===== config.mk =====
export PLATFORM = sky130hd
export DESIGN_NAME = tcm_timer_cfg
export DESIGN_NICKNAME = d
export VERILOG_FILES = /design/src/tcm_timer_cfg.v
export VERILOG_INCLUDE_DIRS = /design/src
export SDC_FILE = /design/constraint.sdc
export NUM_CORES = 1
export LEC_CHECK = 0
export BUFFER_PORTS_ARGS = -buffer_cell sky130_fd_sc_hd__clkbuf_2
export CAP_MARGIN = 40
export CELL_PAD_IN_SITES_DETAIL_PLACEMENT = 1
export CELL_PAD_IN_SITES_GLOBAL_PLACEMENT = 1
export CORE_MARGIN = 3
export CORE_UTILIZATION = 48
export DETAILED_ROUTE_END_ITERATION = 16
export PLACE_DENSITY = 0.87
export SETUP_SLACK_MARGIN = 0.5
export SLEW_MARGIN = 20
export SYNTH_ARGS = -nofsm -noshare
export SYNTH_HDL_FRONTEND = slang
export SYNTH_SLANG_ARGS = --single-unit

===== constraint.sdc =====
create_clock -name mclk -period 13 [get_ports mclk]
set_input_delay 1.95 -clock mclk [delete_from_list [all_inputs] [get_ports mclk]]
set_output_delay 1.95 -clock mclk [all_outputs]
set_load 0.01 [all_outputs]

===== src/tcm_defs.vh =====
// Register map, field positions, reset values and mode codes for the timer channel config block.
// Assumes inclusion by bare name from the design file; definitions only.
`ifndef TCM_DEFS_VH
`define TCM_DEFS_VH
// ----------------------------------------
// Register word offsets (byte addresses)
// ----------------------------------------
`define TCM_OFS_MODE0     8'h00
`define TCM_OFS_MODE1     8'h04
`define TCM_OFS_MODE2     8'h08
`define TCM_OFS_MODE3     8'h0C
`define TCM_OFS_MODE4     8'h10
`define TCM_OFS_IOH0      8'h14
`define TCM_OFS_IOL0      8'h18
`define TCM_OFS_IO1       8'h1C
`define TCM_OFS_IO2       8'h20
`define TCM_OFS_IOH3      8'h24
`define TCM_OFS_IOL3      8'h28
`define TCM_OFS_IOH4      8'h2C
`define TCM_OFS_IOL4      8'h30
`define TCM_OFS_CLKSEL3   8'h34
`define TCM_OFS_CLKSEL4   8'h38
`define TCM_OFS_CNT3      8'h3C
`define TCM_OFS_CNT4      8'h40
// ----------------------------------------
// Reset values and fields
// ----------------------------------------
`define TCM_MODE_RST      8'hC0
`define TCM_IO_RST        8'h00
`define TCM_MODE_FIXED    8'hC0
`define TCM_BUF_B_BIT     5
`define TCM_BUF_A_BIT     4
// ----------------------------------------
// Operating mode codes
// ----------------------------------------
`define TCM_MD_NORMAL     4'h0
`define TCM_MD_PWM1       4'h2
`define TCM_MD_PWM2       4'h3
`define TCM_MD_RSTSYNC    4'h8
`define TCM_MD_CPWM1      4'hD
`define TCM_MD_CPWM2      4'hE
`define TCM_MD_CPWM3      4'hF
// ----------------------------------------
// Clock source codes and prescale widths
// ----------------------------------------
`define TCM_CS_EXT_A      3'h6
`define TCM_CS_EXT_B      3'h7
`define TCM_PRE_W         10
`endif


===== src/tcm_timer_cfg.v =====
// Mode and compare/capture configuration for timer channels 0 to 4, buffer pairing for channels 0, 3 and 4,
// plus clock-source selection and counters for channels 3 and 4.
// Assumes a classic Wishbone master on mclk and external clock pins from another domain.
//
// The register addresses and the Wishbone slave port were decided locally.
`timescale 1ns/100ps
`default_nettype none
`include "tcm_defs.vh"
module tcm_timer_cfg #(
   parameter CNT_W = 16                   // Channel counter width
) (
   input  wire        mclk,               // Peripheral clock, 25 MHz
   input  wire        sys_rst,            // Power-on or standby reset, async high
   input  wire        clk_en,             // Freezes all state when low
   input  wire        manual_rst,         // Manual reset, config kept
   input  wire        wb_cyc_i,           // Wishbone cycle
   input  wire        wb_stb_i,           // Wishbone strobe
   input  wire        wb_we_i,            // Wishbone write
   input  wire [7:0]  wb_adr_i,           // Wishbone byte address
   input  wire [3:0]  wb_sel_i,           // Wishbone byte select
   input  wire [31:0] wb_dat_i,           // Wishbone write data
   output reg  [31:0] wb_dat_o,           // Wishbone read data
   output reg         wb_ack_o,           // Wishbone acknowledge
   output reg         wb_err_o,           // Unmapped address answer
   input  wire        ext_clock_pin_a,    // External clock pin A
   input  wire        ext_clock_pin_b,    // External clock pin B
   output reg  [4:0]  eff_mode_valid,     // Effective mode code is a legal one
   output reg  [19:0] eff_mode,           // Effective mode field per channel
   output reg  [4:0]  pwm_active,         // Channel in a PWM mode
   output reg  [4:0]  phase_active,       // Channel in phase counting
   output reg  [4:0]  sync_pwm_active,    // Channel in reset-sync/complementary PWM
   output reg  [19:0] gr_is_capture,      // Per channel A..D: capture duty
   output reg  [19:0] gr_is_compare,      // Per channel A..D: compare output duty
   output reg  [19:0] gr_is_buffer,       // Per channel A..D: acting as buffer
   output reg  [CNT_W-1:0] channel_counter_3, // Channel 3 counter
   output reg  [CNT_W-1:0] channel_counter_4  // Channel 4 counter
);

   // ----------------------------------------
   // Register storage
   // ----------------------------------------
   reg  [5:0]  mode_with_buffer_ctrl_r [0:4]; // Low six bits; ch1/2 use four
   reg  [7:0]  io_control_reg_r [0:7];   // 0:H0 1:L0 2:ch1 3:ch2 4:H3 5:L3 6:H4 7:L4
   reg  [2:0]  clock_source_select_3_r;  // Ch3 clock source
   reg  [2:0]  clock_source_select_4_r;  // Ch4 clock source
   reg  [`TCM_PRE_W-1:0] prescale_r;     // Free running prescaler
   reg  [1:0]  pin_a_sync_r;             // Pin A synchroniser
   reg  [1:0]  pin_b_sync_r;             // Pin B synchroniser
   reg         pin_a_prev_r;             // Pin A previous synced level
   reg         pin_b_prev_r;             // Pin B previous synced level
   reg  [`TCM_PRE_W-1:0] prescale_nxt;   // Prescaler next value

   wire        bus_req = wb_cyc_i & wb_stb_i & ~wb_ack_o & ~wb_err_o; // New request
   wire        bus_wr  = bus_req & wb_we_i & wb_sel_i[0];             // Low lane write

   // ----------------------------------------
   // Address decode
   // ----------------------------------------
   reg  [4:0]  adr_idx;                  // Register index 0..16
   reg         adr_hit;                  // Mapped address
   always @* begin
      adr_idx = 5'h00;
      adr_hit = 1'b0;
      if (wb_adr_i[1:0] == 2'b00 && wb_adr_i <= `TCM_OFS_CNT4) begin
         adr_idx = wb_adr_i[6:2];
         adr_hit = 1'b1;
      end
   end

   // ----------------------------------------
   // Configuration registers
   // ----------------------------------------
   // Only sys_rst (power-on/standby) clears; manual_rst deliberately unused here
   genvar g;
   generate
      for (g = 0; g < 5; g = g + 1) begin : g_mode
         always @(posedge mclk or posedge sys_rst) begin
            if (sys_rst) begin
               mode_with_buffer_ctrl_r[g] <= 6'h00;
            end else if (clk_en && bus_wr && adr_hit && adr_idx == g) begin
               if (g == 1 || g == 2) begin
                  mode_with_buffer_ctrl_r[g] <= {2'b00, wb_dat_i[3:0]};
               end else begin
                  mode_with_buffer_ctrl_r[g] <= wb_dat_i[5:0];
               end
            end
         end
      end
      for (g = 0; g < 8; g = g + 1) begin : g_io
         always @(posedge mclk or posedge sys_rst) begin
            if (sys_rst) begin
               io_control_reg_r[g] <= `TCM_IO_RST;
            end else if (clk_en && bus_wr && adr_hit && adr_idx == g + 5) begin
               io_control_reg_r[g] <= wb_dat_i[7:0];
            end
         end
      end
   endgenerate

   // Clock selects for channels 3 and 4
   always @(posedge mclk or posedge sys_rst) begin
      if (sys_rst) begin
         clock_source_select_3_r <= 3'h0;
         clock_source_select_4_r <= 3'h0;
      end else if (clk_en && bus_wr && adr_hit) begin
         if (adr_idx == 5'd13) begin
            clock_source_select_3_r <= wb_dat_i[2:0];
         end
         if (adr_idx == 5'd14) begin
            clock_source_select_4_r <= wb_dat_i[2:0];
         end
      end
   end

   // ----------------------------------------
   // Read mux
   // ----------------------------------------
   reg  [31:0] rd_data;                  // Combinational read value
   always @* begin
      rd_data = 32'h00000000;
      if (adr_idx < 5'd5) begin
         rd_data[7:0] = `TCM_MODE_FIXED | {2'b00, mode_with_buffer_ctrl_r[adr_idx[2:0]]};
      end else if (adr_idx < 5'd13) begin
         rd_data[7:0] = io_control_reg_r[adr_idx[2:0] - 3'd5];
      end else if (adr_idx == 5'd13) begin
         rd_data[2:0] = clock_source_select_3_r;
      end else if (adr_idx == 5'd14) begin
         rd_data[2:0] = clock_source_select_4_r;
      end else if (adr_idx == 5'd15) begin
         rd_data[CNT_W-1:0] = channel_counter_3;
      end else begin
         rd_data[CNT_W-1:0] = channel_counter_4;
      end
   end

   // ----------------------------------------
   // Wishbone answer: one cycle after request
   // ----------------------------------------
   always @(posedge mclk or posedge sys_rst) begin
      if (sys_rst) begin
         wb_ack_o <= 1'b0;
         wb_err_o <= 1'b0;
         wb_dat_o <= 32'h00000000;
      end else if (clk_en) begin
         wb_ack_o <= bus_req & adr_hit;
         wb_err_o <= bus_req & ~adr_hit;  // Unmapped gets error
         if (bus_req && adr_hit) begin
            wb_dat_o <= rd_data;
         end
      end
   end

   // ----------------------------------------
   // Effective modes and IO duty decode
   // ----------------------------------------
   reg  [3:0] md_raw [0:4];              // Written mode fields
   reg  [3:0] md_eff;                    // Effective field for channel
   reg        ch3_sync;                  // Channel 3 in sync PWM
   reg  [7:0] hi_reg;                    // High/single IO register
   reg  [7:0] lo_reg;                    // Low IO register
   reg  [3:0] fld;                       // Current IO field
   reg        buf_a;                     // A/C paired
   reg        buf_b;                     // B/D paired
   reg  [19:0] cap_nxt, cmp_nxt, buf_nxt, md_nxt; // Decoded vectors
   reg  [4:0]  pwm_nxt, ph_nxt, sy_nxt, val_nxt;   // Decoded flags
   integer c, k;
   always @* begin
      cap_nxt = 20'h00000;
      cmp_nxt = 20'h00000;
      buf_nxt = 20'h00000;
      md_nxt  = 20'h00000;
      pwm_nxt = 5'h00;
      ph_nxt  = 5'h00;
      sy_nxt  = 5'h00;
      val_nxt = 5'h00;
      md_eff  = 4'h0;
      hi_reg  = 8'h00;
      lo_reg  = 8'h00;
      fld     = 4'h0;
      buf_a   = 1'b0;
      buf_b   = 1'b0;
      for (c = 0; c < 5; c = c + 1) begin
         md_raw[c] = mode_with_buffer_ctrl_r[c][3:0];
      end
      ch3_sync = (md_raw[3] == `TCM_MD_RSTSYNC) || (md_raw[3] >= `TCM_MD_CPWM1);
      for (c = 0; c < 5; c = c + 1) begin
         md_eff = md_raw[c];
         if (c == 4 && ch3_sync) begin
            md_eff = md_raw[3];
         end
         md_nxt[c*4 +: 4] = md_eff;
         // Legal codes only; software keeps reserved ones out
         case (md_eff)
            `TCM_MD_NORMAL: val_nxt[c] = 1'b1;
            `TCM_MD_PWM1: begin
               val_nxt[c] = 1'b1;
               pwm_nxt[c] = 1'b1;
            end
            `TCM_MD_PWM2: begin
               val_nxt[c] = 1'b1;
               pwm_nxt[c] = 1'b1;
            end
            4'h4, 4'h5, 4'h6, 4'h7: begin
               val_nxt[c] = 1'b1;
               ph_nxt[c]  = 1'b1;
            end
            `TCM_MD_RSTSYNC, `TCM_MD_CPWM1, `TCM_MD_CPWM2, `TCM_MD_CPWM3: begin
               val_nxt[c] = 1'b1;
               pwm_nxt[c] = 1'b1;
               sy_nxt[c]  = 1'b1;
            end
            default: val_nxt[c] = 1'b0;
         endcase
         // Locate this channel's IO registers
         case (c)
            0: begin
               hi_reg = io_control_reg_r[0];
               lo_reg = io_control_reg_r[1];
            end
            1: begin
               hi_reg = io_control_reg_r[2];
               lo_reg = 8'h00;
            end
            2: begin
               hi_reg = io_control_reg_r[3];
               lo_reg = 8'h00;
            end
            3: begin
               hi_reg = io_control_reg_r[4];
               lo_reg = io_control_reg_r[5];
            end
            default: begin
               hi_reg = io_control_reg_r[6];
               lo_reg = io_control_reg_r[7];
            end
         endcase
         buf_a = mode_with_buffer_ctrl_r[c][`TCM_BUF_A_BIT];
         buf_b = mode_with_buffer_ctrl_r[c][`TCM_BUF_B_BIT];
         buf_nxt[c*4+2] = buf_a;
         buf_nxt[c*4+3] = buf_b;
         for (k = 0; k < 4; k = k + 1) begin
            case (k)
               0: fld = hi_reg[3:0];
               1: fld = hi_reg[7:4];
               2: fld = buf_a ? 4'h0 : lo_reg[3:0];
               default: fld = buf_b ? 4'h0 : lo_reg[7:4];
            endcase
            // 0x00 disables; 1xxx captures; other 0xyy compare
            cap_nxt[c*4+k] = fld[3];
            cmp_nxt[c*4+k] = ~fld[3] & (fld[1:0] != 2'b00);
         end
      end
   end

   always @(posedge mclk or posedge sys_rst) begin
      if (sys_rst) begin
         eff_mode        <= 20'h00000;
         eff_mode_valid  <= 5'h1F;
         pwm_active      <= 5'h00;
         phase_active    <= 5'h00;
         sync_pwm_active <= 5'h00;
         gr_is_capture   <= 20'h00000;
         gr_is_compare   <= 20'h00000;
         gr_is_buffer    <= 20'h00000;
      end else if (clk_en) begin
         eff_mode        <= md_nxt;
         eff_mode_valid  <= val_nxt;
         pwm_active      <= pwm_nxt;
         phase_active    <= ph_nxt;
         sync_pwm_active <= sy_nxt;
         gr_is_capture   <= cap_nxt;
         gr_is_compare   <= cmp_nxt;
         gr_is_buffer    <= buf_nxt;
      end
   end

   // ----------------------------------------
   // Clock sources and channel 3/4 counters
   // ----------------------------------------
   always @* begin
      prescale_nxt = prescale_r + {{(`TCM_PRE_W-1){1'b0}}, 1'b1};
   end

   // Code 0 ticks every cycle, 1 to 5 when the divider's low bits wrap, 6 and 7 on synced pin edges
   function src_tick;
      input [2:0]           sel;
      input [`TCM_PRE_W-1:0] pre;
      input                 rise_a;
      input                 rise_b;
      begin
         case (sel)
            3'h0: src_tick = 1'b1;
            3'h1: src_tick = (pre[1:0] == 2'h3);
            3'h2: src_tick = (pre[3:0] == 4'hF);
            3'h3: src_tick = (pre[5:0] == 6'h3F);
            3'h4: src_tick = (pre[7:0] == 8'hFF);
            3'h5: src_tick = (pre[9:0] == 10'h3FF);
            `TCM_CS_EXT_A: src_tick = rise_a;
            default: src_tick = rise_b;
         endcase
      end
   endfunction

   wire rise_a = pin_a_sync_r[1] & ~pin_a_prev_r;   // Synced rising edge
   wire rise_b = pin_b_sync_r[1] & ~pin_b_prev_r;   // Synced rising edge

   always @(posedge mclk or posedge sys_rst) begin
      if (sys_rst) begin
         prescale_r        <= {`TCM_PRE_W{1'b0}};
         pin_a_sync_r      <= 2'b00;
         pin_b_sync_r      <= 2'b00;
         pin_a_prev_r      <= 1'b0;
         pin_b_prev_r      <= 1'b0;
         channel_counter_3 <= {CNT_W{1'b0}};
         channel_counter_4 <= {CNT_W{1'b0}};
      end else if (clk_en) begin
         // Two stages before the edge detector sees the pins
         pin_a_sync_r <= {pin_a_sync_r[0], ext_clock_pin_a};
         pin_b_sync_r <= {pin_b_sync_r[0], ext_clock_pin_b};
         pin_a_prev_r <= pin_a_sync_r[1];
         pin_b_prev_r <= pin_b_sync_r[1];
         prescale_r   <= prescale_nxt;
         if (src_tick(clock_source_select_3_r, prescale_r, rise_a, rise_b)) begin
            channel_counter_3 <= channel_counter_3 + {{(CNT_W-1){1'b0}}, 1'b1};
         end
         if (src_tick(clock_source_select_4_r, prescale_r, rise_a, rise_b)) begin
            channel_counter_4 <= channel_counter_4 + {{(CNT_W-1){1'b0}}, 1'b1};
         end
      end
   end

   // manual_rst intentionally leaves configuration untouched
   wire unused_ok = manual_rst | (|wb_sel_i[3:1]) | (|wb_dat_i[31:8]) | (|wb_adr_i[7]);

endmodule // tcm_timer_cfg
`default_nettype wire


* Word-level counts from Yosys, hierarchy flattened
Index checks and enable logic that the tools add are counted.
** Operators by class
- Add/sub/neg operators :: 4
- Magnitude comparators :: 6
- Equal/unequal tests :: 82
- Muxes and demuxes :: 48
- Bitwise gates (word level) :: 48
- Reductions and logical operators :: 68
** Operators with widths (number)
- 4-bit == test, second input constant :: 21
- 4-bit by 3-bit == test with 1-bit output, second input constant :: 20
- 11-bit OR reduction :: 5
- 8-bit 2-to-1 mux :: 6
- 4-bit by 2-bit == test with 1-bit output, second input constant :: 10
- 5-bit by 4-bit == test with 1-bit output, second input constant :: 8
- 4-bit OR reduction :: 10
- 16-bit by 1-bit adder with 16-bit output, second input constant :: 2
- 2-bit nonzero test :: 16
- 6-bit OR reduction :: 5
- 4-bit 2-to-1 mux :: 7
- 13-bit 2-to-1 mux :: 2
- 1-bit AND :: 25
- 8-bit binary-select mux with 3-bit select :: 1
- 1-bit 2-to-1 mux :: 23
- 1-bit inverter :: 21
- 5-bit by 3-bit == test with 1-bit output, second input constant :: 4
- 4-bit zero test :: 5
- 6-bit binary-select mux with 3-bit select :: 1
- 3-bit == test, second input constant :: 6
- 1-bit logical AND :: 17
- 16-bit 2-to-1 mux :: 1
- 1-bit case mux with 7 select lines :: 2
- 3-bit by 2-bit == test with 1-bit output, second input constant :: 4
- other kinds (22) :: 34
** Storage, ports and cells
- Flip-flop bits (word level) :: 240
- Input port bits :: 53
- Output and inout port bits :: 166
- Logic and storage cells :: 289

* Longest topological paths before layout
Gate-level depths: netlist of run 1.
- Word-level depth :: 10
- Depth in mapped cells :: 14
- Gate-level depth less buffers :: 10

* Worst setup path before layout of run 1
No wires, ideal clock.
- Path kind :: input -> register
- From :: input port wb_adr_i[6]
- To :: register wb_dat_o[5]
- Setup time :: 0.126 ns
- Arrival :: 4.526 ns
- Setup slack :: 8.348 ns
- Cell stages on the path :: 14
- Path buffers :: 6
- Cell sequence :: buf_4 or4_4 buf_6 nor2_8 buf_4 ha_1 buf_2 and3_1 clkbuf_1 buf_2 mux2i_1 nor2_1 a211oi_1 nand2_1
** On the way
- Cells in the longest elaborated chain, start to end :: 10
- Elaborated cells on any way between the ends :: 25
- Those cells by class :: add/sub: 1; order compare: 3; eq/ne: 3; mux: 13; bitwise: 2; reduce/logical: 3
** RTL lines
- start: declaration :: RTL line tcm_timer_cfg.v:19 : input wire [7:0] wb_adr_i,
- 8-bit by 7-bit <= comparator with 1-bit output (no source line)
- 1-bit logical AND (no source line)
- 5-bit 2-to-1 mux :: RTL line tcm_timer_cfg.v:64 : if (wb_adr_i[1:0] == 2'b00 && wb_adr_i <= `TCM_OFS_CNT4) begin
- 3-bit subtractor :: RTL line tcm_timer_cfg.v:124 : rd_data[7:0] = io_control_reg_r[adr_idx[2:0] - 3'd5];
- 3-bit inverter with 4-bit output (not written as such) :: RTL line tcm_timer_cfg.v:124
- 8-bit binary-select mux with 3-bit select :: RTL line tcm_timer_cfg.v:124
- 8-bit 2-to-1 mux (not written as such) (2 in a row) :: RTL line tcm_timer_cfg.v:124
- 8-bit 2-to-1 mux :: RTL line tcm_timer_cfg.v:123 : end else if (adr_idx < 5'd13) begin
- 8-bit 2-to-1 mux :: RTL line tcm_timer_cfg.v:121 : if (adr_idx < 5'd5) begin
- end signal: assignment :: RTL line tcm_timer_cfg.v:148 : wb_dat_o <= rd_data;
- end: declaration :: RTL line tcm_timer_cfg.v:22 : output reg [31:0] wb_dat_o,
Several ways; a longest one is shown, not always the timed one. The select of a mux whose other input is x is not followed.
A chain may end at the register's enable or synchronous reset.

* Worst setup path after layout of run 1
- From :: input port wb_adr_i[1]
- To :: register wb_dat_o[4]
** On the way
- Cells in the longest elaborated chain, start to end :: 10
- Elaborated cells on any way between the ends :: 26
- Those cells by class :: add/sub: 1; order compare: 3; eq/ne: 3; mux: 13; bitwise: 2; reduce/logical: 4
** RTL lines (RTL line)
- 8-bit by 7-bit <= comparator with 1-bit output (no source line) / 2-bit zero test (equally long branches)
- 1-bit logical AND (no source line) (*)
- 5-bit 2-to-1 mux :: tcm_timer_cfg.v:64
- 3-bit subtractor :: tcm_timer_cfg.v:124
- 3-bit inverter with 4-bit output (not written as such) :: tcm_timer_cfg.v:124
- 8-bit binary-select mux with 3-bit select :: tcm_timer_cfg.v:124
- 8-bit 2-to-1 mux (not written as such) (2 in a row) :: tcm_timer_cfg.v:124
- 8-bit 2-to-1 mux :: tcm_timer_cfg.v:123
- 8-bit 2-to-1 mux :: tcm_timer_cfg.v:121
Every way passes the cells marked *; elsewhere a longest branch is shown, timed or not. The select of a mux whose other input is x is not followed.

==> results of run 1 <==
area by class of cell:
type,instances,area share (%)
clock inverters,10,0.961
inverters,21,0.643
repair buffers,164,6.69
well taps,319,2.97
multi-input cells,670,38.3
flip-flops and latches,240,44.8
clock buffers,37,5.61
worst max-delay path: cells and delay by family:
family	cells	cell delay (ns)
and+or+nand+nor	6	1.81
adders and majority gates	1	0.48
AOI/OAI and AO/OA	2	0.31
buffers and inverters	3	0.70
through the flow:
stage                     utilization, %  instances  hold slack, ns
final                               56.8       1461           0.481
after global placement              52.6       1406           0.460
after floorplan                        -       1024           0.445
after global routing                56.8       1461           0.507
after CTS                           56.6       1458           0.486
after detailed placement            52.8       1411           0.468
cells in the mapped netlist, types with 7 or more instances:
library cell  number  share of area, %
clkbuf_1          40               1.3
nor2_1            59               1.9
o31ai_1           15              0.97
inv_1             20              0.65
dfrtp_1          235                51
nand2_1           71               2.3
mux2i_1           16               1.4
nand4_1           17              0.92
mux2_2           141                14
xor2_1            13              0.98
nand3_1           21              0.91
ha_1               7              0.75
and3_1            21               1.1
buf_4             40               2.6
mux4_2            15               2.9
a21oi_1           26               1.1
and2_1             7              0.38
o21ai_0           42               1.8
a221oi_1          12              0.91
buf_1              7              0.23
xnor2_1           35               2.6
nand3b_1           8              0.52
kinds of logic after synthesis:
| kind of cell | Yosys count |
|---|---|
| muxes | 175 |
| xor gates and xnor gates | 48 |
| adders and majority gates | 7 |
| DFF | 240 |
| buffers and inverters | 114 |
| AOI/OAI and AO/OA | 145 |
| other | 1 |
| and+or+nand+nor | 257 |
metal layers:
layer  vias up  track usage [%]  routed length, um  part of all wire (%)
li1       3738                -                  -                     -
met1      4384             33.4              13900                    42
met4         0             7.04                982                   2.9
met3        63             3.57               1740                   5.2
met2       269             44.1              16800                    50
met5         -                0                  0                     0
final timing paths:
check                      slack (ns)         start            to
setup / recovery                 8.18   wb_adr_i[1]   wb_dat_o[4]
hold / removal                   0.48  wb_dat_o[15]  wb_dat_o[15]
setup reg to reg                10.33      wb_err_o   wb_dat_o[2]
hold reg to reg                  0.48  wb_dat_o[15]  wb_dat_o[15]
max in group asynchronous       10.18       sys_rst     hi_reg[7]
min in group asynchronous        1.38       sys_rst   eff_mode[5]
power by group:
group / switching [mW] / internal (mW)
clock: 0.302 / 0.462
sequential: 0.0637 / 0.789
combinational: 0.114 / 0.0761
total: 0.480 / 1.33
==> flow_summary.json, run 1 <==
{
  "status": "finished, final reports clean",
  "tns_ns": 0,
  "synth_xor_xnor_area_share_pct": 3.62,
  "max_stage_delay_ns": 0.65,
  "yosysSeqAreaShare_pct": 51.8,
  "dieHeight_um": 161,
  "ctsLongestPathBuffers": 3,
  "yosys.area_share.simple_pct": 11.9,
  "tightest_slew_ns": 0.831,
  "endpoint_kind": "register",
  "ff2ff_path_depth": 5,
  "dp_hpwl_um": 22800,
  "io_buffers": 152,
  "hold_viol_final": 0,
  "synth_cells": 987,
  "syn_to_final_growth_pct": 15.6,
  "layout_commonest_cell": "dfrtp_1",
  "cts_made_buffers": 26,
  "ant_nets": 0,
  "holdBufCountCts": 0,
  "path_clk_slew_ns": 0.06,
  "critPathKind": "input pin to register",
  "period_minus_slack_ns": 4.82,
  "cts-resized-gates": 0,
  "grt_max_degree": 123,
  "setup_viol": 0,
  "largest_reg_flops": 40,
  "setup_slack_ns": 8.18,
  "grt_usage_pct": 25.3,
  "synth_area_per_cell_sq_um": 11.8,
  "syn_area_sq_um": 11600,
  "arrival_ns": 5.27,
  "routabilityCongestion": 0.872,
  "antenna_found_initial": 0,
  "synth-main-ff-cell": "dfrtp_1",
  "async_flop_share_pct": 100,
  "vdd_drop_max_mv": 0.0868,
  "cts_setup_buffers": 0,
  "cts_htree_levels": 1,
  "yosysUniqueCellTypes": 67,
  "hold_depth": 2,
  "overflow": 0,
  "final_layout_size_suffix_gt1_share_pct": 33.9,
  "first_global_vias": 8987,
  "wirelength_um": 33400,
  "ioPinCount": 219,
  "slew_headroom_pct": 44.6,
  "period_share_pct": 37.1,
  "crit_chain": "clkbuf_2, or4_4, nor2_8, inv_1, ha_1, or2_2, nand3_1, o2111ai_1, buf_4, nor2_1, a211oi_1, nand2_1",
  "mostFrequentLayoutCells": "dfrtp_1, clkbuf_2, mux2_2",
  "die_w_um": 161,
  "power_mw": 1.81,
  "cp_slowest_cell": "or4_4",
  "core_sq_um": 23600,
  "synth_edf_count": 0,
  "n_fill_cell": 2461,
  "crit_fanout": 18,
  "area.sequential_sq_um": 6010,
  "maxCapViolCount": 0,
  "fin_nets": 1183,
  "ys_ff_latch": 240,
  "power_density_nw_per_um2": 135,
  "root_buffer": "clkbuf_16",
  "required_ns": 13.46,
  "start_kind": "input pin",
  "top_regs": "io_control_reg_r (40), eff_mode (20)",
  "regMostFlops": "io_control_reg_r",
  "rows": 56,
  "cts.sinks": 240,
  "vias_per_cell": 5.79,
  "grt_pass1_wl_um": 52600,
  "yosysWarnings": 0,
  "diodes": 0,
  "drcViolationCount": 0,
  "synthAdderAreaFrac_pct": 0.755,
  "timing.fmax_mhz": 208,
  "fin_area_sq_um": 13400,
  "vias": 8454,
  "rsz0062_at_grt": "no",
  "drtIter0Drc": 630,
  "insertion_delay_ns": 0.53,
  "wl_per_cell_um": 22.9,
  "drtPass1Iterations": 5,
  "place_area_sq_um": 12500,
  "finalMaxSlewViolations": 0,
  "dieArea_sq_um": 26100,
  "synth_top_family_by_area": "multiplexers",
  "synth_compound_area_share_pct": 8.28,
  "dp_slack_ns": 7.71,
  "muxShareOfSynthArea_pct": 18.5,
  "multi_input_area_sq_um": 5140,
  "leakage_nw": 6.57,
  "fin_skew_ns": 0.0159,
  "min_path_type": "register to register",
  "initial_core_util_pct": 49.1,
  "cts_tree": "done"
}
No activity file was read; power rests on OpenSTA's default activity.
==> run 2, diff against run 1 <==
--- a/config.mk
+++ b/config.mk
@@ -6,14 +6,15 @@
 export SDC_FILE = /design/constraint.sdc
 export NUM_CORES = 1
 export LEC_CHECK = 0
+export ABC_AREA = 1
 export BUFFER_PORTS_ARGS = -buffer_cell sky130_fd_sc_hd__clkbuf_2
 export CAP_MARGIN = 40
 export CELL_PAD_IN_SITES_DETAIL_PLACEMENT = 1
 export CELL_PAD_IN_SITES_GLOBAL_PLACEMENT = 1
 export CORE_MARGIN = 3
-export CORE_UTILIZATION = 48
+export CORE_UTILIZATION = 41
 export DETAILED_ROUTE_END_ITERATION = 16
-export PLACE_DENSITY = 0.87
+export PLACE_DENSITY = 0.8
 export SETUP_SLACK_MARGIN = 0.5
 export SLEW_MARGIN = 20
 export SYNTH_ARGS = -nofsm -noshare
==> constraint.sdc (replaced) <==
create_clock -name mclk -period 4.7 [get_ports mclk]
set_input_delay 0.705 -clock mclk [delete_from_list [all_inputs] [get_ports mclk]]
set_output_delay 0.705 -clock mclk [all_outputs]
set_load 0.01 [all_outputs]
==> run 2 against run 1 <==
Effect of this change:
- sequential share of layout area down 1.2 points
- routed wire length increased by 12%
- clock power grew to 2.8 times the previous value
- synthesized cell count up 49%
==> flow_summary.json, run 2 <==
{
  "drtPass1Iterations": 5,
  "timing.hold.ws_ns": 0.321,
  "drtIter0Drc": 662,
  "min_path_type": "input pin to asynchronous set/reset pin",
  "yosysWarnings": 0,
  "tightest_slew_ns": 0.824,
  "ff2ff_path_depth": 10,
  "grt_util_met2_pct": 40.2,
  "r2r_end": "channel_counter_3[2]",
  "crit_fanout": 17,
  "setup_slack_ns": 1.61,
  "top_regs": "io_control_reg_r (40), eff_mode (20)",
  "maxCapViolCount": 0,
  "fin_skew_ns": 0.0160,
  "wirelength_um": 37400,
  "netlist_top_cells_count": "nand2_1, dfrtp_1, inv_1",
  "yosysUniqueCellTypes": 50,
  "synth_edf_count": 0,
  "power_density_nw_per_um2": 357,
  "critPathKind": "input pin to register",
  "cts.sinks": 240,
  "dp_hpwl_um": 26100,
  "cts_setup_buffers": 0,
  "ctsLongestPathBuffers": 3,
  "hold_viol_final": 0,
  "endpoint_kind": "register",
  "final_cells": 2003,
  "final_layout_size_suffix_gt1_share_pct": 15.8,
  "holdBufCountCts": 0,
  "regMostFlops": "io_control_reg_r",
  "place_area_sq_um": 12900,
  "required_ns": 5.17,
  "grt_max_degree": 144,
  "n_fill_cell": 3479,
  "first_global_vias": 11019,
  "overflow": 0,
  "cts-resized-gates": 0,
  "utilization_pct": 48.7,
  "core_sq_um": 28300,
  "leakage_nw": 6.88,
  "area.sequential_sq_um": 6010,
  "ioPinCount": 219,
  "yosys.area.top_type": "dfrtp_1",
  "dieHeight_um": 177,
  "r2r_start": "prescale_r[0]",
  "antenna_found_initial": 1,
  "start_kind": "input pin",
  "rsz0062_at_grt": "no",
  "io_buffers": 152,
  "vdd_drop_max_mv": 0.277,
  "grt_most_used_layer": "met2",
  "status": "finished, final reports clean",
  "async_flop_share_pct": 100,
  "routabilityCongestion": 0.888,
  "arrival_ns": 3.56,
  "power_mw": 4.92,
  "fin_area_sq_um": 13800,
  "grt_usage_pct": 23.8,
  "layout_commonest_cell": "nand2_1",
  "synth-main-ff-cell": "dfrtp_1",
  "dieArea_sq_um": 31300,
  "setup_viol": 0,
  "cts_htree_levels": 1,
  "synth_cells": 1470,
  "use_met3_pct": 2.75,
  "synth_area_per_cell_sq_um": 8.15,
  "yosysMostFrequentCell": "nand2_1",
  "period_share_pct": 65.8,
  "cts_made_buffers": 27,
  "synth_area_leaders": "dfrtp_1, nand2_1, nand3_1",
  "largest_reg_flops": 40,
  "root_buffer": "clkbuf_16",
  "period_minus_slack_ns": 3.09,
  "fin_nets": 1664,
  "insertion_delay_ns": 0.54,
  "path_clk_slew_ns": 0.06,
  "vias": 10624,
  "die_w_um": 177,
  "grt_pass1_wl_um": 59900,
  "ant_nets": 0,
  "rows": 61,
  "vias_per_cell": 5.30,
  "cts_tree": "done",
  "yosysSeqAreaShare_pct": 50.2,
  "wl_per_cell_um": 18.7,
  "tns_ns": 0,
  "ys_ff_latch": 240,
  "grt_use_met1_pct": 32.5,
  "ff2ff_setup_slack_ns": 1.82,
  "post-place-cells": 1953,
  "syn_to_final_growth_pct": 15.0,
  "initial_core_util_pct": 42.3,
  "slew_headroom_pct": 45.1,
  "drcViolationCount": 0,
  "finalMaxSlewViolations": 0,
  "syn_area_sq_um": 12000,
  "multi_input_area_sq_um": 5000,
  "mostFrequentLayoutCells": "nand2_1, dfrtp_1, clkbuf_2",
  "dp_slack_ns": 1.15,
  "timing.fmax_mhz": 323,
  "yosysTopAreaCellShare_pct": 49.1
}
run 2: cell count changes after synthesis, sizes merged, moves of 17 or more:
cell and delta:
nand2 +327, mux2 -142, o21ai +133, inv +120
nand3 +87, nor2 +60, xnor2 -30, and3 -21
xor2 +21, buf +17, mux4 -17
run 2: layout make-up:
cell class / count / area share (%)
inverters: 141 / 3.89
diodes: 1 / 0.0182
clock buffers: 38 / 5.56
multi-input cells: 1029 / 36.3
flip-flops and latches: 240 / 43.6
clock inverters: 11 / 0.808
repair buffers: 165 / 6.41
well taps: 378 / 3.43
run 2: kinds of logic (layout without fill, tap and decap cells):
family,after synthesis,in the layout,synth area share (%)
xor gates and xnor gates,39,39,2.85
other,1,39,0.0313
AOI/OAI and AO/OA,246,246,11.4
adders and majority gates,7,7,0.731
and+or+nand+nor,698,698,25.5
DFF,240,240,50.2
muxes,1,1,0.0835
buffers and inverters,238,355,9.30
run 2: critical path, cell delays in order:
cell      delay, ns
clkbuf_2       0.09
nor3_2         0.46
nand3_2        0.30
inv_1          0.28
ha_1           0.28
buf_4          0.22
inv_1          0.48
nand3_1        0.22
nand3_1        0.15
nand3_1        0.13
nand2_1        0.13
nand2_1        0.05
nand2_1        0.05
run 2: worst max-delay path by stage:
stage	start	to	slack [ns]	depth (start not counted)
after CTS	wb_adr_i[1]	wb_dat_o[0]	1.71	13
after detailed placement	wb_adr_i[1]	wb_dat_o[0]	1.15	13
final	wb_adr_i[1]	wb_dat_o[0]	1.61	13
after floorplan	sys_rst	buf_a	0.85	1
after global placement	wb_adr_i[1]	wb_dat_o[0]	1.23	13
after global routing	wb_adr_i[1]	wb_dat_o[0]	1.45	13
run 2: per-layer routing:
layer	part of all wire, %	vias to the layer above
li1	-	4957
met1	44	5316
met5	0	-
met4	2.6	0
met3	4.9	60
met2	48	291
run 2: where the power goes:
group	switching (mW)	total (mW)	internal [mW]
registers	0.128	2.29	2.16
logic	0.349	0.515	0.166
clock network	0.871	2.11	1.24
total	1.35	4.92	3.57
==> run 3, diff against run 2 <==
==> constraint.sdc (replaced) <==
create_clock -name mclk -period 3 [get_ports mclk]
set_input_delay 0.45 -clock mclk [delete_from_list [all_inputs] [get_ports mclk]]
set_output_delay 0.45 -clock mclk [all_outputs]
set_load 0.01 [all_outputs]
==> run 3 against run 2 <==
Effect of this change:
- count of clock-buffer cells in the layout increased by 3
- critical endpoint is now channel_counter_3[2]
- critical path depth decreased by 1
- register-to-register slack got worse by 1.1 ns
- first-iteration DRC count increased by 14%
- final cell count increased by 0.95%
- clock power increased by 52%
- cell area increased by 1.3%
==> flow_summary.json, run 3 (synthesized netlist as in run 2, its figures left out) <==
{
  "dieArea_sq_um": 31300,
  "power_density_nw_per_um2": 546,
  "endpoint_kind": "register",
  "cts_made_buffers": 27,
  "vias": 10570,
  "drtIter0Drc": 753,
  "routabilityCongestion": 0.887,
  "ctsLongestPathBuffers": 3,
  "setup_viol": 0,
  "mostFrequentLayoutCells": "nand2_1, dfrtp_1, clkbuf_2",
  "critPathKind": "register to register",
  "ant_nets": 0,
  "io_buffers": 152,
  "grt_max_degree": 77,
  "cts_tree": "done",
  "initial_core_util_pct": 42.3,
  "crit_family": "simple AND/OR/NAND/NOR gates",
  "crit_chain": "ha_1, nand3_1, nor2_1, nand2_2, a211oi_1, nor2_1, nand2_1, buf_4, nand2_1, buf_4, nand2_1, o21ai_0",
  "vdd_drop_max_mv": 0.396,
  "core_sq_um": 28300,
  "fin_skew_ns": 0.0114,
  "wirelength_um": 37300,
  "final_layout_size_suffix_gt1_share_pct": 16.5,
  "vias_per_cell": 5.23,
  "max_stage_delay_ns": 0.39,
  "timing.fmax_mhz": 445,
  "leakage_nw": 7.01,
  "cpMostUsedCell": "nand2_1",
  "grt_most_used_layer": "met2",
  "tightest_slew_ns": 0.825,
  "rsz0062_at_grt": "no",
  "arrival_ns": 2.66,
  "crit_fanout": 20,
  "use_met3_pct": 3.41,
  "antenna_found_initial": 0,
  "rows": 61,
  "first_global_vias": 10803,
  "status": "finished, final reports clean",
  "largest_reg_flops": 40,
  "area.sequential_sq_um": 6010,
  "timing.hold.ws_ns": 0.117,
  "top_regs": "io_control_reg_r (40), eff_mode (20)",
  "drcViolationCount": 0,
  "regMostFlops": "io_control_reg_r",
  "setup_slack_ns": 0.754,
  "period_share_pct": 74.9,
  "grt_util_met2_pct": 39.3,
  "period_minus_slack_ns": 2.25,
  "grt_use_met1_pct": 32.9,
  "fin_nets": 1683,
  "diodes": 0,
  "ioPinCount": 219,
  "syn_to_final_growth_pct": 16.5,
  "dieHeight_um": 177,
  "hold_viol_final": 0,
  "required_ns": 3.41,
  "drtPass1Iterations": 5,
  "path_clk_slew_ns": 0.06,
  "insertion_delay_ns": 0.54,
  "cts_setup_buffers": 0,
  "n_fill_cell": 3480,
  "cts.sinks": 240,
  "wl_per_cell_um": 18.5,
  "grt_pass1_wl_um": 59600,
  "finalMaxSlewViolations": 0,
  "root_buffer": "clkbuf_16",
  "dp_slack_ns": 0.313,
  "cts_htree_levels": 1,
  "start_kind": "register",
  "min_path_type": "input pin to register",
  "cp_slowest_cell": "dfrtp_1",
  "slew_headroom_pct": 45.0,
  "critical_path_buf_inv_count": 2,
  "die_w_um": 177,
  "overflow": 0,
  "dp_hpwl_um": 26900,
  "maxCapViolCount": 0,
  "multi_input_area_sq_um": 5020,
  "grt_usage_pct": 23.7,
  "layout_commonest_cell": "nand2_1"
}
-- run 3: cell types whose count changed in the layout (fill, tap and decap cells not counted), sizes merged --
cell / previous run / this run
bufinv: 2 / 1
clkinvlp: 2 / 1
dlygate4sd3: 0 / 1
inv: 140 / 141
buf: 13 / 31
clkinv: 8 / 7
clkbuf: 190 / 193
diode: 1 / 0
-- run 3: final timing paths --
| path | slack, ns | from | end | cells past startpoint |
|---|---|---|---|---|
| min reg2reg | 0.47 | prescale_r[9] | prescale_r[9] | 1 |
| min | 0.12 | ext_clock_pin_b | pin_b_sync_r[0] | 3 |
| max reg2reg | 0.75 | prescale_r[0] | channel_counter_3[2] | 12 |
| max | 0.75 | prescale_r[0] | channel_counter_3[2] | 12 |
| max in group asynchronous | 1.83 | sys_rst | eff_mode_valid[2] | 5 |
| min in group asynchronous | 0.40 | sys_rst | eff_mode[7] | 3 |
-- run 3: where the power goes --
part	leakage [nW]	internal [mW]	switching [mW]
clock	0.420	1.85	1.35
sequential	3.27	3.38	0.201
combinational	3.32	0.278	0.558
total	7.01	5.51	2.11
-- run 3: layout make-up --
type,count,share of cell area [%]
Clock inverter,9,0.582
Inverter,141,3.84
Tap cell,378,3.39
Sequential cell,240,43.0
Timing Repair Buffer,184,7.72
Multi-Input combinational cell,1029,35.9
Clock buffer,41,5.50
-- run 3: layer usage --
layer / vias to the layer above / wire (um)
met2: 251 / 17800
li1: 5005 / -
met5: - / 0
met3: 56 / 1780
met1: 5258 / 16900
met4: 0 / 819
-- run 3: through the flow --
stage | cells | util (%) | power, mW | TNS (ns) | instance area (sq um)
CTS | 2022 | 49.3 | 7.70 | 0 | 13900
global route | 2022 | 49.3 | 7.97 | 0 | 14000
global placement | 1970 | 46.2 | 4.44 | 0 | 13100
floorplan | 1507 | - | 4.13 | -139.53 | 12100
finish | 2022 | 49.3 | 7.62 | 0 | 14000
detailed placement | 1971 | 46.2 | 4.47 | 0 | 13100
-- run 3: worst reg2reg max path, stage by stage, from the launching register on --
cell	delay (ns)
dfrtp_1	0.39
ha_1	0.22
nand3_1	0.12
nor2_1	0.22
nand2_2	0.14
a211oi_1	0.22
nor2_1	0.07
nand2_1	0.10
buf_4	0.21
nand2_1	0.07
buf_4	0.20
nand2_1	0.07
o21ai_0	0.09
-- run 3: repair_timing --
| action | in CTS | in global routing |
|---|---|---|
| hold buffers | 1 | 0 |
| hold endpoints to repair | 7 | 0 |
| endpoints found under the setup margin | 0 | 19 |
| resized for setup | 0 | 3 |
